File: src/pss_pkg.sv
// shared constants for the strobed serial pcm port
package pss_pkg;
	// apb register map
	localparam int ADDR_W = 8;
	localparam logic [ADDR_W-1:0] REG_CTRL = 8'h00;
	localparam logic [ADDR_W-1:0] REG_TXDATA = 8'h04;
	localparam logic [ADDR_W-1:0] REG_RXDATA = 8'h08;
	localparam logic [ADDR_W-1:0] REG_STATUS = 8'h0C;
	localparam logic [1:0] CTRL_RESET = 2'h0;
	// ctrl pattern field: fifo data, or fixed codes sent instead of fifo data
	localparam logic [1:0] PAT_FIFO = 2'h0;
	localparam logic [1:0] PAT_POS_FS = 2'h1;
	localparam logic [1:0] PAT_POS_ZERO = 2'h2;
	localparam logic [1:0] PAT_NEG_FS = 2'h3;
	// status fields
	localparam int ST_LAW = 0;
	localparam int ST_ASYNC = 1;
	localparam int ST_CSL = 2;
	localparam int ST_EMPTY = 5;
	localparam int ST_FULL = 6;
	localparam int ST_RXVALID = 7;
	localparam int RX_VALID_BIT = 8;
	// code table per law
	localparam logic [7:0] MU_POS_FS = 8'h80;
	localparam logic [7:0] MU_POS_ZERO = 8'hFF;
	localparam logic [7:0] MU_NEG_ZERO = 8'h7F;
	localparam logic [7:0] MU_NEG_FS = 8'h00;
	localparam logic [7:0] A_POS_FS = 8'hAA;
	localparam logic [7:0] A_POS_ZERO = 8'hD5;
	localparam logic [7:0] A_NEG_ZERO = 8'h55;
	localparam logic [7:0] A_NEG_FS = 8'h2A;
	// serial framing
	localparam logic [3:0] BITS_PER_SAMPLE = 4'h8;
	localparam int FIFO_DEPTH = 8;
	localparam int SAMPLE_W = 8;
	// synchronised pin vector layout
	localparam int PIN_W = 11;
	localparam int PIN_LAW = 0;
	localparam int PIN_TXS = 1;
	localparam int PIN_RXS = 2;
	localparam int PIN_CSL = 3;
	localparam int PIN_BCLK = 6;
	localparam int PIN_STB = 7;
	localparam int PIN_DIN = 8;
	localparam int PIN_CCI = 9;
	localparam int PIN_POR = 10;
	// speed select codes and core clock to 512 kHz divide ratios
	localparam logic [2:0] CSL_128K = 3'h4;
	localparam logic [2:0] CSL_256K = 3'h5;
	localparam logic [2:0] CSL_512K = 3'h0;
	localparam logic [2:0] CSL_1536K = 3'h1;
	localparam logic [2:0] CSL_2048K = 3'h2;
	localparam logic [2:0] CSL_4096K = 3'h3;
	localparam logic [3:0] DIV_512K = 4'h1;
	localparam logic [3:0] DIV_1536K = 4'h3;
	localparam logic [3:0] DIV_2048K = 4'h4;
	localparam logic [3:0] DIV_4096K = 4'h8;
endpackage

File: src/pss_fifo_if.sv
// transmit sample fifo connection between port logic and fifo
`timescale 1ns/1ps
interface pss_fifo_if #(parameter int WIDTH = 8);
	logic push_valid;
	logic push_ready;
	logic [WIDTH-1:0] push_data;
	logic pop_valid;
	logic pop_ready;
	logic [WIDTH-1:0] pop_data;
	logic flush;
	modport prod (output push_valid, push_data, pop_ready, flush,
		input push_ready, pop_valid, pop_data);
	modport fifo (input push_valid, push_data, pop_ready, flush,
		output push_ready, pop_valid, pop_data);
endinterface

File: src/pss_fifo.sv
// synchronous fifo with valid/ready on both sides
`timescale 1ns/1ps
module pss_fifo
	import pss_pkg::*;
#(
	parameter int WIDTH = 8,
	parameter int DEPTH = 8
)
(
	// clock and reset
	input wire logic core_clk,
	input wire logic sys_rst,
	// fifo ports
	pss_fifo_if.fifo f
);
	localparam int PW = $clog2(DEPTH);
	typedef struct packed {
		logic [PW-1:0] wr;
		logic [PW-1:0] rd;
		logic [PW:0] cnt;
	} pss_fifo_s;
	pss_fifo_s s;
	pss_fifo_s next_s;
	logic [WIDTH-1:0] mem [DEPTH];
	logic do_push;
	logic do_pop;

	assign f.push_ready = (s.cnt != (PW+1)'(DEPTH));
	assign f.pop_valid = (s.cnt != '0);
	assign f.pop_data = mem[s.rd];
	assign do_push = f.push_valid && f.push_ready && !f.flush;
	assign do_pop = f.pop_ready && f.pop_valid && !f.flush;

	always_comb
	begin
		next_s = s;
		if (f.flush)
		begin
			next_s = '0;
		end
		else
		begin
			if (do_push)
				next_s.wr = (s.wr == PW'(DEPTH-1)) ? '0 : s.wr + 1'b1;
			if (do_pop)
				next_s.rd = (s.rd == PW'(DEPTH-1)) ? '0 : s.rd + 1'b1;
			next_s.cnt = s.cnt + (PW+1)'(do_push) - (PW+1)'(do_pop);
		end
	end

	always_ff @(posedge core_clk)
	begin
		if (sys_rst)
			s <= '0;
		else
			s <= next_s;
		if (do_push)
			mem[s.wr] <= f.push_data;
	end
endmodule

File: src/pss_serial_port.sv
// strobed serial pcm port with apb registers and sample fifo
`timescale 1ns/1ps
//////////////////////////////////////////////////////////////////////////////
// Functional notes
// - reset pin low clears port state but not the apb response; tick still pulses at divide ratio 1
// - law pin high A-law, low mu-law
// - codes follow the selected law's table
// - transmit silence sends negative zero code
// - one 8-bit sample per frame each way
// - output bits change on bit clock rise
// - input bits captured on bit clock fall
// - speed pins set rate and divide ratio
// - speed code map, low rates use 4096
// - receive silence substitutes the quiet code
// - data output released outside the strobe
// - async rates add exactly one frame
module pss_serial_port
	import pss_pkg::*;
(
	// clock and reset
	input wire logic core_clk,
	input wire logic sys_rst,
	// apb slave
	input wire logic [ADDR_W-1:0] paddr,
	input wire logic psel,
	input wire logic penable,
	input wire logic pwrite,
	input wire logic [31:0] pwdata,
	output logic pready,
	output logic [31:0] prdata,
	output logic pslverr,
	// straps and controls
	input wire logic power_up_reset_n,
	input wire logic a_law_select,
	input wire logic transmit_silence,
	input wire logic receive_silence,
	input wire logic clock_speed_sel_0,
	input wire logic clock_speed_sel_1,
	input wire logic clock_speed_sel_2,
	// serial link
	input wire logic bit_clock,
	input wire logic frame_strobe,
	input wire logic core_clock_input,
	input wire logic serial_data_in,
	output logic serial_data_out,
	output logic serial_data_out_oe,
	// 512 kHz converter timing pulse
	output logic filter_clock_tick
);
	typedef struct packed {
		logic [PIN_W-1:0] pin_m;
		logic [PIN_W-1:0] pin_s;
		logic bclk_d;
		logic cci_d;
		logic in_slot;
		logic [3:0] tx_cnt;
		logic [3:0] rx_cnt;
		logic [7:0] tx_word;
		logic [7:0] tx_shift;
		logic [7:0] tx_stage;
		logic [7:0] rx_shift;
		logic [7:0] rx_hold;
		logic rx_hold_full;
		logic [7:0] rx_data;
		logic rx_valid;
		logic dout;
		logic dout_oe;
		logic [3:0] div_cnt;
		logic tick;
		logic [1:0] pattern;
		logic pready;
		logic pslverr;
		logic [31:0] prdata;
	} pss_port_s;

	pss_port_s s;
	pss_port_s next_s;
	pss_fifo_if #(.WIDTH(SAMPLE_W)) fq ();

	function automatic logic [7:0] quiet_code(input logic a_law);
		return a_law ? A_NEG_ZERO : MU_NEG_ZERO;
	endfunction

	function automatic logic [3:0] div_ratio(input logic [2:0] csl);
		logic [3:0] r;
		r = DIV_512K;
		unique case (csl)
			CSL_128K, CSL_256K, CSL_4096K: r = DIV_4096K;
			CSL_1536K: r = DIV_1536K;
			CSL_2048K: r = DIV_2048K;
			default: r = DIV_512K;
		endcase
		return r;
	endfunction

	pss_fifo #(.WIDTH(SAMPLE_W), .DEPTH(FIFO_DEPTH)) u_fifo (
		.core_clk(core_clk),
		.sys_rst(sys_rst),
		.f(fq.fifo)
	);

	logic por_ok;
	logic law;
	logic [2:0] csl;
	logic async_mode;
	logic stb;
	logic rise;
	logic fall;
	logic start;
	logic rx_done;
	logic publish;
	logic acc;
	logic done;
	logic blocked;
	logic mapped;
	logic [7:0] new_word;
	logic [7:0] send_word;
	logic [7:0] pub_word;
	logic [31:0] rd_mux;

	assign por_ok = s.pin_s[PIN_POR];
	assign law = s.pin_s[PIN_LAW];
	assign csl = s.pin_s[PIN_CSL +: 3];
	assign async_mode = csl[2];
	assign stb = s.pin_s[PIN_STB];
	assign rise = s.pin_s[PIN_BCLK] && !s.bclk_d;
	assign fall = !s.pin_s[PIN_BCLK] && s.bclk_d;
	assign start = por_ok && rise && stb && !s.in_slot;
	assign rx_done = por_ok && fall && s.in_slot
		&& (s.rx_cnt == BITS_PER_SAMPLE - 4'h1);
	assign publish = rx_done && !async_mode
		|| start && async_mode && s.rx_hold_full;
	assign acc = psel && penable && !s.pready;
	assign done = psel && penable && s.pready;
	assign blocked = pwrite && (paddr == REG_TXDATA) && !fq.push_ready;
	assign mapped = (paddr == REG_CTRL) || (paddr == REG_TXDATA)
		|| (paddr == REG_RXDATA) || (paddr == REG_STATUS);

	assign fq.push_valid = done && pwrite && (paddr == REG_TXDATA);
	assign fq.push_data = pwdata[SAMPLE_W-1:0];
	assign fq.pop_ready = start && (s.pattern == PAT_FIFO);
	assign fq.flush = !por_ok;

	assign pready = s.pready;
	assign prdata = s.prdata;
	assign pslverr = s.pslverr;
	assign serial_data_out = s.dout;
	assign serial_data_out_oe = s.dout_oe;
	assign filter_clock_tick = s.tick;

	//////////////////////////////////////////////////////////////////////////
	// transmit and receive word selection
	always_comb
	begin
		new_word = quiet_code(law);
		unique case (s.pattern)
			PAT_FIFO: if (fq.pop_valid) new_word = fq.pop_data;
			PAT_POS_FS: new_word = law ? A_POS_FS : MU_POS_FS;
			PAT_POS_ZERO: new_word = law ? A_POS_ZERO : MU_POS_ZERO;
			PAT_NEG_FS: new_word = law ? A_NEG_FS : MU_NEG_FS;
		endcase
		if (s.pin_s[PIN_TXS])
			new_word = quiet_code(law);
		send_word = async_mode ? s.tx_stage : new_word;
		pub_word = async_mode ? s.rx_hold : {s.rx_shift[6:0], s.pin_s[PIN_DIN]};
		if (s.pin_s[PIN_RXS])
			pub_word = quiet_code(law);
	end

	//////////////////////////////////////////////////////////////////////////
	// register read mux
	always_comb
	begin
		rd_mux = '0;
		unique case (paddr)
			REG_CTRL: rd_mux[1:0] = s.pattern;
			REG_RXDATA: rd_mux[RX_VALID_BIT:0] = {s.rx_valid, s.rx_data};
			REG_STATUS:
			begin
				rd_mux[ST_LAW] = law;
				rd_mux[ST_ASYNC] = async_mode;
				rd_mux[ST_CSL +: 3] = csl;
				rd_mux[ST_EMPTY] = !fq.pop_valid;
				rd_mux[ST_FULL] = !fq.push_ready;
				rd_mux[ST_RXVALID] = s.rx_valid;
			end
			default: rd_mux = '0;
		endcase
	end

	//////////////////////////////////////////////////////////////////////////
	// next state
	always_comb
	begin
		next_s = s;
		next_s.pin_m = {power_up_reset_n, core_clock_input, serial_data_in,
			frame_strobe, bit_clock, clock_speed_sel_2, clock_speed_sel_1,
			clock_speed_sel_0, receive_silence, transmit_silence,
			a_law_select};
		next_s.pin_s = s.pin_m;
		next_s.bclk_d = s.pin_s[PIN_BCLK];
		next_s.cci_d = s.pin_s[PIN_CCI];
		next_s.tick = 1'b0;
		// apb slave, one wait state, more while a txdata write finds the fifo full
		if (acc)
		begin
			next_s.pready = !blocked;
			next_s.prdata = rd_mux;
			next_s.pslverr = !mapped;
		end
		else
		begin
			next_s.pready = 1'b0;
		end
		if (done && pwrite && paddr == REG_CTRL)
			next_s.pattern = pwdata[1:0];
		if (done && !pwrite && paddr == REG_RXDATA)
			next_s.rx_valid = 1'b0;
		// core clock divider to the 512 kHz tick
		if (s.pin_s[PIN_CCI] && !s.cci_d)
		begin
			if (s.div_cnt >= div_ratio(csl) - 4'h1)
			begin
				next_s.div_cnt = '0;
				next_s.tick = 1'b1;
			end
			else
			begin
				next_s.div_cnt = s.div_cnt + 4'h1;
			end
		end
		// serial slot
		next_s.dout_oe = stb && s.in_slot || start;
		if (!stb)
			next_s.in_slot = 1'b0;
		if (start)
		begin
			next_s.in_slot = 1'b1;
			next_s.tx_word = send_word;
			next_s.tx_stage = new_word;
			next_s.dout = send_word[7];
			next_s.tx_shift = {send_word[6:0], 1'b0};
			next_s.tx_cnt = 4'h1;
			next_s.rx_cnt = '0;
		end
		else if (rise && s.in_slot && stb && s.tx_cnt < BITS_PER_SAMPLE)
		begin
			next_s.dout = s.tx_shift[7];
			next_s.tx_shift = {s.tx_shift[6:0], 1'b0};
			next_s.tx_cnt = s.tx_cnt + 4'h1;
		end
		if (fall && s.in_slot && s.rx_cnt < BITS_PER_SAMPLE)
		begin
			next_s.rx_shift = {s.rx_shift[6:0], s.pin_s[PIN_DIN]};
			next_s.rx_cnt = s.rx_cnt + 4'h1;
		end
		if (rx_done && async_mode)
		begin
			next_s.rx_hold = {s.rx_shift[6:0], s.pin_s[PIN_DIN]};
			next_s.rx_hold_full = 1'b1;
		end
		else if (publish)
		begin
			next_s.rx_hold_full = 1'b0;
		end
		if (publish)
		begin
			next_s.rx_data = pub_word;
			next_s.rx_valid = 1'b1;
		end
		if (!por_ok)
		begin
			next_s.in_slot = 1'b0;
			next_s.tx_cnt = '0;
			{next_s.rx_cnt, next_s.rx_shift} = '0;
			{next_s.dout, next_s.tx_word, next_s.tx_shift} = '0;
			next_s.dout_oe = 1'b0;
			next_s.tx_stage = '0;
			{next_s.rx_hold_full, next_s.rx_hold} = '0;
			{next_s.rx_valid, next_s.rx_data} = '0;
			next_s.div_cnt = '0;
			next_s.pattern = CTRL_RESET;
		end
	end

	always_ff @(posedge core_clk)
	begin
		if (sys_rst)
			s <= '0;
		else
			s <= next_s;
	end
endmodule

File: config.mk
export PLATFORM = sky130hd
export DESIGN_NAME = pss_serial_port
export DESIGN_NICKNAME = d
export VERILOG_FILES = /design/src/pss_pkg.sv /design/src/pss_fifo_if.sv /design/src/pss_fifo.sv /design/src/pss_serial_port.sv
export SDC_FILE = /design/constraint.sdc
export NUM_CORES = 1
export LEC_CHECK = 0
export BUFFER_PORTS_ARGS = -buffer_cell sky130_fd_sc_hd__buf_2
export CAP_MARGIN = 10
export CELL_PAD_IN_SITES_DETAIL_PLACEMENT = 1
export CELL_PAD_IN_SITES_GLOBAL_PLACEMENT = 2
export CORE_MARGIN = 3
export CORE_UTILIZATION = 34
export DETAILED_ROUTE_END_ITERATION = 8
export PLACE_DENSITY_LB_ADDON = 0.1
export SLEW_MARGIN = 20
export SYNTH_ARGS = -nofsm -noshare
export SYNTH_HDL_FRONTEND = slang
export SYNTH_SLANG_ARGS = --single-unit
File: constraint.sdc
create_clock -name core_clk -period 2.7 [get_ports core_clk]
set_input_delay 0.27 -clock core_clk [delete_from_list [all_inputs] [get_ports core_clk]]
set_output_delay 0.27 -clock core_clk [all_outputs]
set_load 0.05 [all_outputs]
# Yosys cells after proc, flatten, opt, wreduce, memory -nomap -nowiden
# Memories as Yosys holds them, arrays and structs flattened. A register that Yosys moved wholly into a read port is not among the register bits.
# Index checks and enable logic that the tools add are counted.
[totals] regBits=111 mem_bits_rw=64 in_bits=56 out_inout_bits=37 wordCells=157 memories=1
[classes] addsub=8 magnitude_cmp=3 n_eq_ne=16 muxes=37 bitwise_logic=3 n_reduce_logical=62
[mem_list] memory="u_fifo.mem" words=8 word_bits=8 read_ports=1 rd_clocked_by_memory_dff=1 write_ports=1 line="pss_fifo.sv:24" rtl="logic [WIDTH-1:0] mem [DEPTH];"
[ops] op="$mux 8" n=7
[ops] op="$logic_and 1x1->1" n=34
[ops] op="$pmux 8 s4" n=1
[ops] op="$mux 6" n=4
[ops] op="$eq 8x4->1 const B" n=2
[ops] op="$mux 1" n=14
[ops] op="$add 4x1->4 const B" n=3
[ops] op="$eq 3x3->1 const B" n=4
[ops] op="$mux 12" n=1
[ops] op="$mux 3" n=4
[ops] op="$mux 4" n=3
[ops] op="$pmux 4 s3" n=1
[ops] op="$pmux 6 s2" n=1
[ops] op="$logic_not 1->1" n=11
[ops] op="$eq 8x3->1 const B" n=1
[ops] op="$logic_not 8->1" n=1
[ops] op="$lt 4x4->1 const B" n=2
[ops] op="$reduce_bool 2->1" n=4
[ops] op="$add 3x1->3 const B" n=2
[ops] op="$eq 3x2->1 const B" n=2
[ops] op="$pmux 2 s3" n=1
[ops] op="$reduce_or 2->1" n=3
[ops] op="$reduce_or 3->1" n=2
[ops] op="$logic_or 1x1->1" n=5
[ops] op="13 further kinds" n=16

# Depth between registers and ports, before layout
[logic_depth] word_depth=10 mapped_depth=13 ltp_nobuf=12

# Cells and area by module
# A second synthesis with hierarchy kept.
[unflattened] cells_unflattened=665 hier_area_um2=7593.5
[by_module_without_submodules] mod="pss_serial_port" instances=1 cells_per_inst=492 area_each_um2=4401.7 seq_area_each_um2=1861.8
[by_module_without_submodules] mod="pss_fifo" instances=1 cells_per_inst=173 area_each_um2=3191.8 seq_area_each_um2=2182.1

# Least setup slack after synthesis
# No wires, ideal clock.
[synth_path] path_type="reg2reg" startpoint="register s (netlist bit pready)" endpoint="memory u_fifo.mem[2][0], enable pin" setup_ps=385 arrival_ps=2295 t_required_ps=2315 slack_ps=20 stages_incl_launch_ff=6 n_path_buf=0 synth_period_minus_slack_ps=2680 path_cell_list="dfxtp_1 > nand3_1 > or4_4 > inv_2 > nand2b_1 > nor3b_1"
[synth_via] elab_chain_cells=7
[synth_lines] item="start: declaration" line="pss_serial_port.sv:76" rtl="pss_port_s s;"
[synth_lines] item="start signal: assignment" line="pss_serial_port.sv:291" rtl="s <= next_s;"
[synth_lines] item="$logic_and 1x1->1" line="pss_serial_port.sv:134" rtl="assign done = psel && penable && s.pready;"
[synth_lines] item="$logic_and 1x1->1 (2 in series)" line="pss_serial_port.sv:139" rtl="assign fq.push_valid = done && pwrite && (paddr == REG_TXDATA);"
[synth_lines] item="$logic_and 1x1->1 (2 in series)" line="pss_fifo.sv:31" rtl="assign do_push = f.push_valid && f.push_ready && !f.flush;"
[synth_lines] item="net u_fifo.do_push" line="pss_fifo.sv:25" rtl="logic do_push;"
[synth_lines] item="$mux 1" line="pss_fifo.sv:57" rtl="if (do_push)"
[synth_lines] item="$mux 1 (implied by the code)" line="pss_fifo.sv:58" rtl="mem[s.wr] <= f.push_data;"
[synth_lines] item="end: declaration" line="pss_fifo.sv:24"
# The timed path passes the listed nets, and every way through them passes these cells.

# Final worst setup path
[layout_path] startpoint="register u_fifo.s[2] (netlist bit)" endpoint="register u_fifo.s[2] (netlist bit)"
[layout_via] elab_chain_cells=5 elab_cells_between_ends=8 cone_classes="add/sub (2); eq/ne (1); reduce/logical (5)"
[layout_lines] item="start: declaration" line="pss_fifo.sv:22" rtl="pss_fifo_s s;"
[layout_lines] item="start signal: assignment" line="pss_fifo.sv:56" rtl="s <= next_s;"
[layout_lines] item="$ne 4x4->1" line="pss_fifo.sv:28" rtl="assign f.push_ready = (s.cnt != (PW+1)'(DEPTH));"
[layout_lines] item="$logic_and 1x1->1 (2 in series)" line="pss_fifo.sv:31"
[layout_lines] item="$add 4x1->4" line="pss_fifo.sv:47" rtl="next_s.cnt = s.cnt + (PW+1)'(do_push) - (PW+1)'(do_pop);"
[layout_lines] item="$sub 4x1->4 (*)" line="pss_fifo.sv:47"
# Mark *: on every way between the ends. The rest lies on a longest branch, timed or not.
# A chain may end at the register's enable or synchronous reset.

==> summary.txt <==
Input/output buffers -> 45
Clock group share of total power -> 0.456
Final Core Density -> 0.403
Final Max Tran Viols -> 0
Reg area -> 4040 um2
Placed Area -> 7720 um2
Placed wire-length estimate -> 11,700 um
Ys flop type -> dfxtp_1
Worst EP required -> 2990 ps
Tot Pwr -> 0.00531 W
Final Wtd Congestion -> 0.748
Final worst-path cycle share -> 0.931
Setup crit end kind -> flip-flop
Synth area leader -> dfxtp_1
Bufs on Longest Clock Path -> 2
Synth warn -> 0
Vias per inst -> 4.95
Filler cell count -> 2,257
Static leakage -> 3.01 nW
Num rows -> 52
Seq/Total Area, Yosys -> 0.556
Wire length per cell -> 16.8 um
Worst Skew -> 8.95 ps
# IOs -> 93
Vias in the first global route -> 4,967
Post-synth top area share -> 0.292
Sequential share of power -> 0.506
Area Growth Syn to Fin -> 14.5%
ANT cells -> 0
Remaining Overflow, GRT -> 0
Synth top area cells -> dfxtp_1 29%, edfxtp_1 26%, mux2i_1 4.0%, ha_1 3.8%, buf_4 3.4%
Hold Crit Class -> in -> reg
Initial antenna violation count -> 0
Hold Fails Final Rpt -> 0
Post-CTS setup buffer count -> 0
WL final -> 16,300 um
CTS tree -> built
Switching share of total power -> 0.251
Syn avg cell area -> 11.3 um2
Post-route cell area -> 8320 um2
Psw -> 0.00133 W
Worst-Margin Slew -> 768 ps
GRT Util Overall -> 0.144
Fin nets -> 768
First-pass GRT wire length -> 26,900 um
Slew Limit Headroom -> 0.484
Critical Path Start Type -> flip-flop
F_max -> 398 MHz
Ys async rst share -> 0
Die Y -> 152 um
Final ANT Viol Nets -> 0
CTS H-tree lvls -> 4
Drt pass-1 iters -> 5
Combinational power share -> 0.038
Setup TNS -> 0 ps
Critical path peak fanout -> 3
Clock root buffer -> clkbuf_16
Worst-path clk slew -> 70 ps
Cell Area, Synth -> 7270 um2
Max-cap violations -> 0
DRC viols -> 0
Initial Util -> 0.352
DRT iter0 DRCs -> 225
Post-CTS Resized -> 0
Pwr Density -> 638 nW/um2
Synth top cells by count -> 106 x dfxtp_1, 64 x edfxtp_1, 47 x nand2_1, 45 x nor2_1, 39 x nor2b_1
Post-synth EDFFs -> 64
Number of synthesized register bits -> 170
Worst-skew pair later-pin latency -> 430 ps
P_int -> 0.00398 W
Unique cell type count in the Yosys netlist -> 60
Num CTS Buffers -> 17
WS Path Type -> reg -> reg
Most frequent cell after synthesis -> dfxtp_1
RSZ-0062 raised after global routing -> no
Width of the die -> 152 um
Area of the multi-input gates -> 2880 um2
Vias -> 4,807
Setup violations, final -> 0
Core ar. -> 20,600 um2
Min cycle time layout -> 2510 ps
Peak VDD IR -> 0.430 mV
Hold Buf Count CTS -> 0
Synth Instances -> 645
Status -> complete, no violations
Die ar. -> 23,200 um2
Hold WS -> 53.0 ps
Clock sinks -> 170
WP data arrival -> 2810 ps
Layout cells sized above 1 -> 0.187
Largest net degree at the start of global routing -> 49
==> cells by family after synthesis <==
group | count (synthesis) | share of synthesized area
and+or+nand+nor | 204 | 0.150
DFF | 170 | 0.556
AOI/OAI and AO/OA | 105 | 0.0978
buffers and inverters | 81 | 0.0596
muxes | 52 | 0.0849
adders and majority gates | 23 | 0.0406
xor gates and xnor gates | 8 | 0.00964
other | 2 | 0.00103
==> layout make-up <==
| cell class | count | area share |
|---|---|---|
| Clock buffer | 18 | 0.0516 |
| Clock inverter | 14 | 0.0201 |
| Inverter | 18 | 0.00812 |
| Multi-Input combinational cell | 416 | 0.346 |
| Sequential cell | 170 | 0.486 |
| Tap cell | 270 | 0.0406 |
| Timing Repair Buffer | 66 | 0.0475 |
==> cell usage in the layout, fill, tap and decap left out, drive strengths merged, types with 15 or more instances in the layout <==
cell type / netlist / routed
clkbuf: 21 / 18
a21oi: 35 / 35
edfxtp: 64 / 64
conb: 2 / 24
mux2: 17 / 17
nor2b: 39 / 39
nor2: 45 / 45
ha: 22 / 22
buf: 42 / 66
dfxtp: 106 / 106
nor3: 15 / 15
mux2i: 29 / 29
nand2: 47 / 47
inv: 18 / 27
==> metrics by stage <==
| stage | std cells | setup WS (ps) |
|---|---|---|
| 6_report | 972 | 185 |
| 3_3_place_gp | 940 | 211 |
| 2_1_floorplan | 667 | 19.6 |
| 3_5_place_dp | 940 | 167 |
| 4_1_cts | 972 | 147 |
| 5_1_grt | 972 | 4.02 |
==> worst paths after layout <==
path | start | endpoint | slack [ps] | depth (start not counted)
max | u_fifo.s[2] | u_fifo.s[2] | 190 | 12
min | bit_clock | next_s[110] | 50 | 2
max reg2reg | u_fifo.s[2] | u_fifo.s[2] | 190 | 12
min reg2reg | next_s[105] | s[105] | 440 | 1
==> routing by layer <==
layer	track usage	share of wire	vias to the layer above
li1	-	-	2357
met5	0	0	-
met1	0.203	0.50	2364
met4	0.0411	0.011	0
met3	0.0290	0.029	11
met2	0.227	0.46	75
==> critical path: stages (launching register included) <==
cell,delay [ps]
dfxtp_1,300
inv_1,100
ha_1,180
or3b_2,470
nand4_1,160
inv_1,80
ha_1,270
inv_1,50
ha_1,160
inv_1,60
fa_1,370
xor2_1,140
nor2_1,50
==> power by group through the flow <==
| stage | logic (W) | registers [W] | clock network (W) |
|---|---|---|---|
| after detailed placement | 0.000204 | 0.00274 | 0 |
| after global placement | 0.000199 | 0.00274 | 0 |
| after global routing | 0.000221 | 0.00269 | 0.00262 |
| after CTS | 0.000205 | 0.00269 | 0.00251 |
| after floorplan | 0.000164 | 0.00274 | 0 |
| final | 0.000202 | 0.00269 | 0.00242 |
==> state kept, by name, indices dropped and copies added (netlist names), named ones only <==
signal and cells:
serial_data_out_oe 1, pslverr 1, serial_data_out 1, law 1, filter_clock_tick 1, csl 2, u_fifo.s 10, prdata 9
async_mode 1, s 61, pready 1, u_fifo.mem 64, next_s 13, por_ok 1
(Power assumes the default switching activity.)
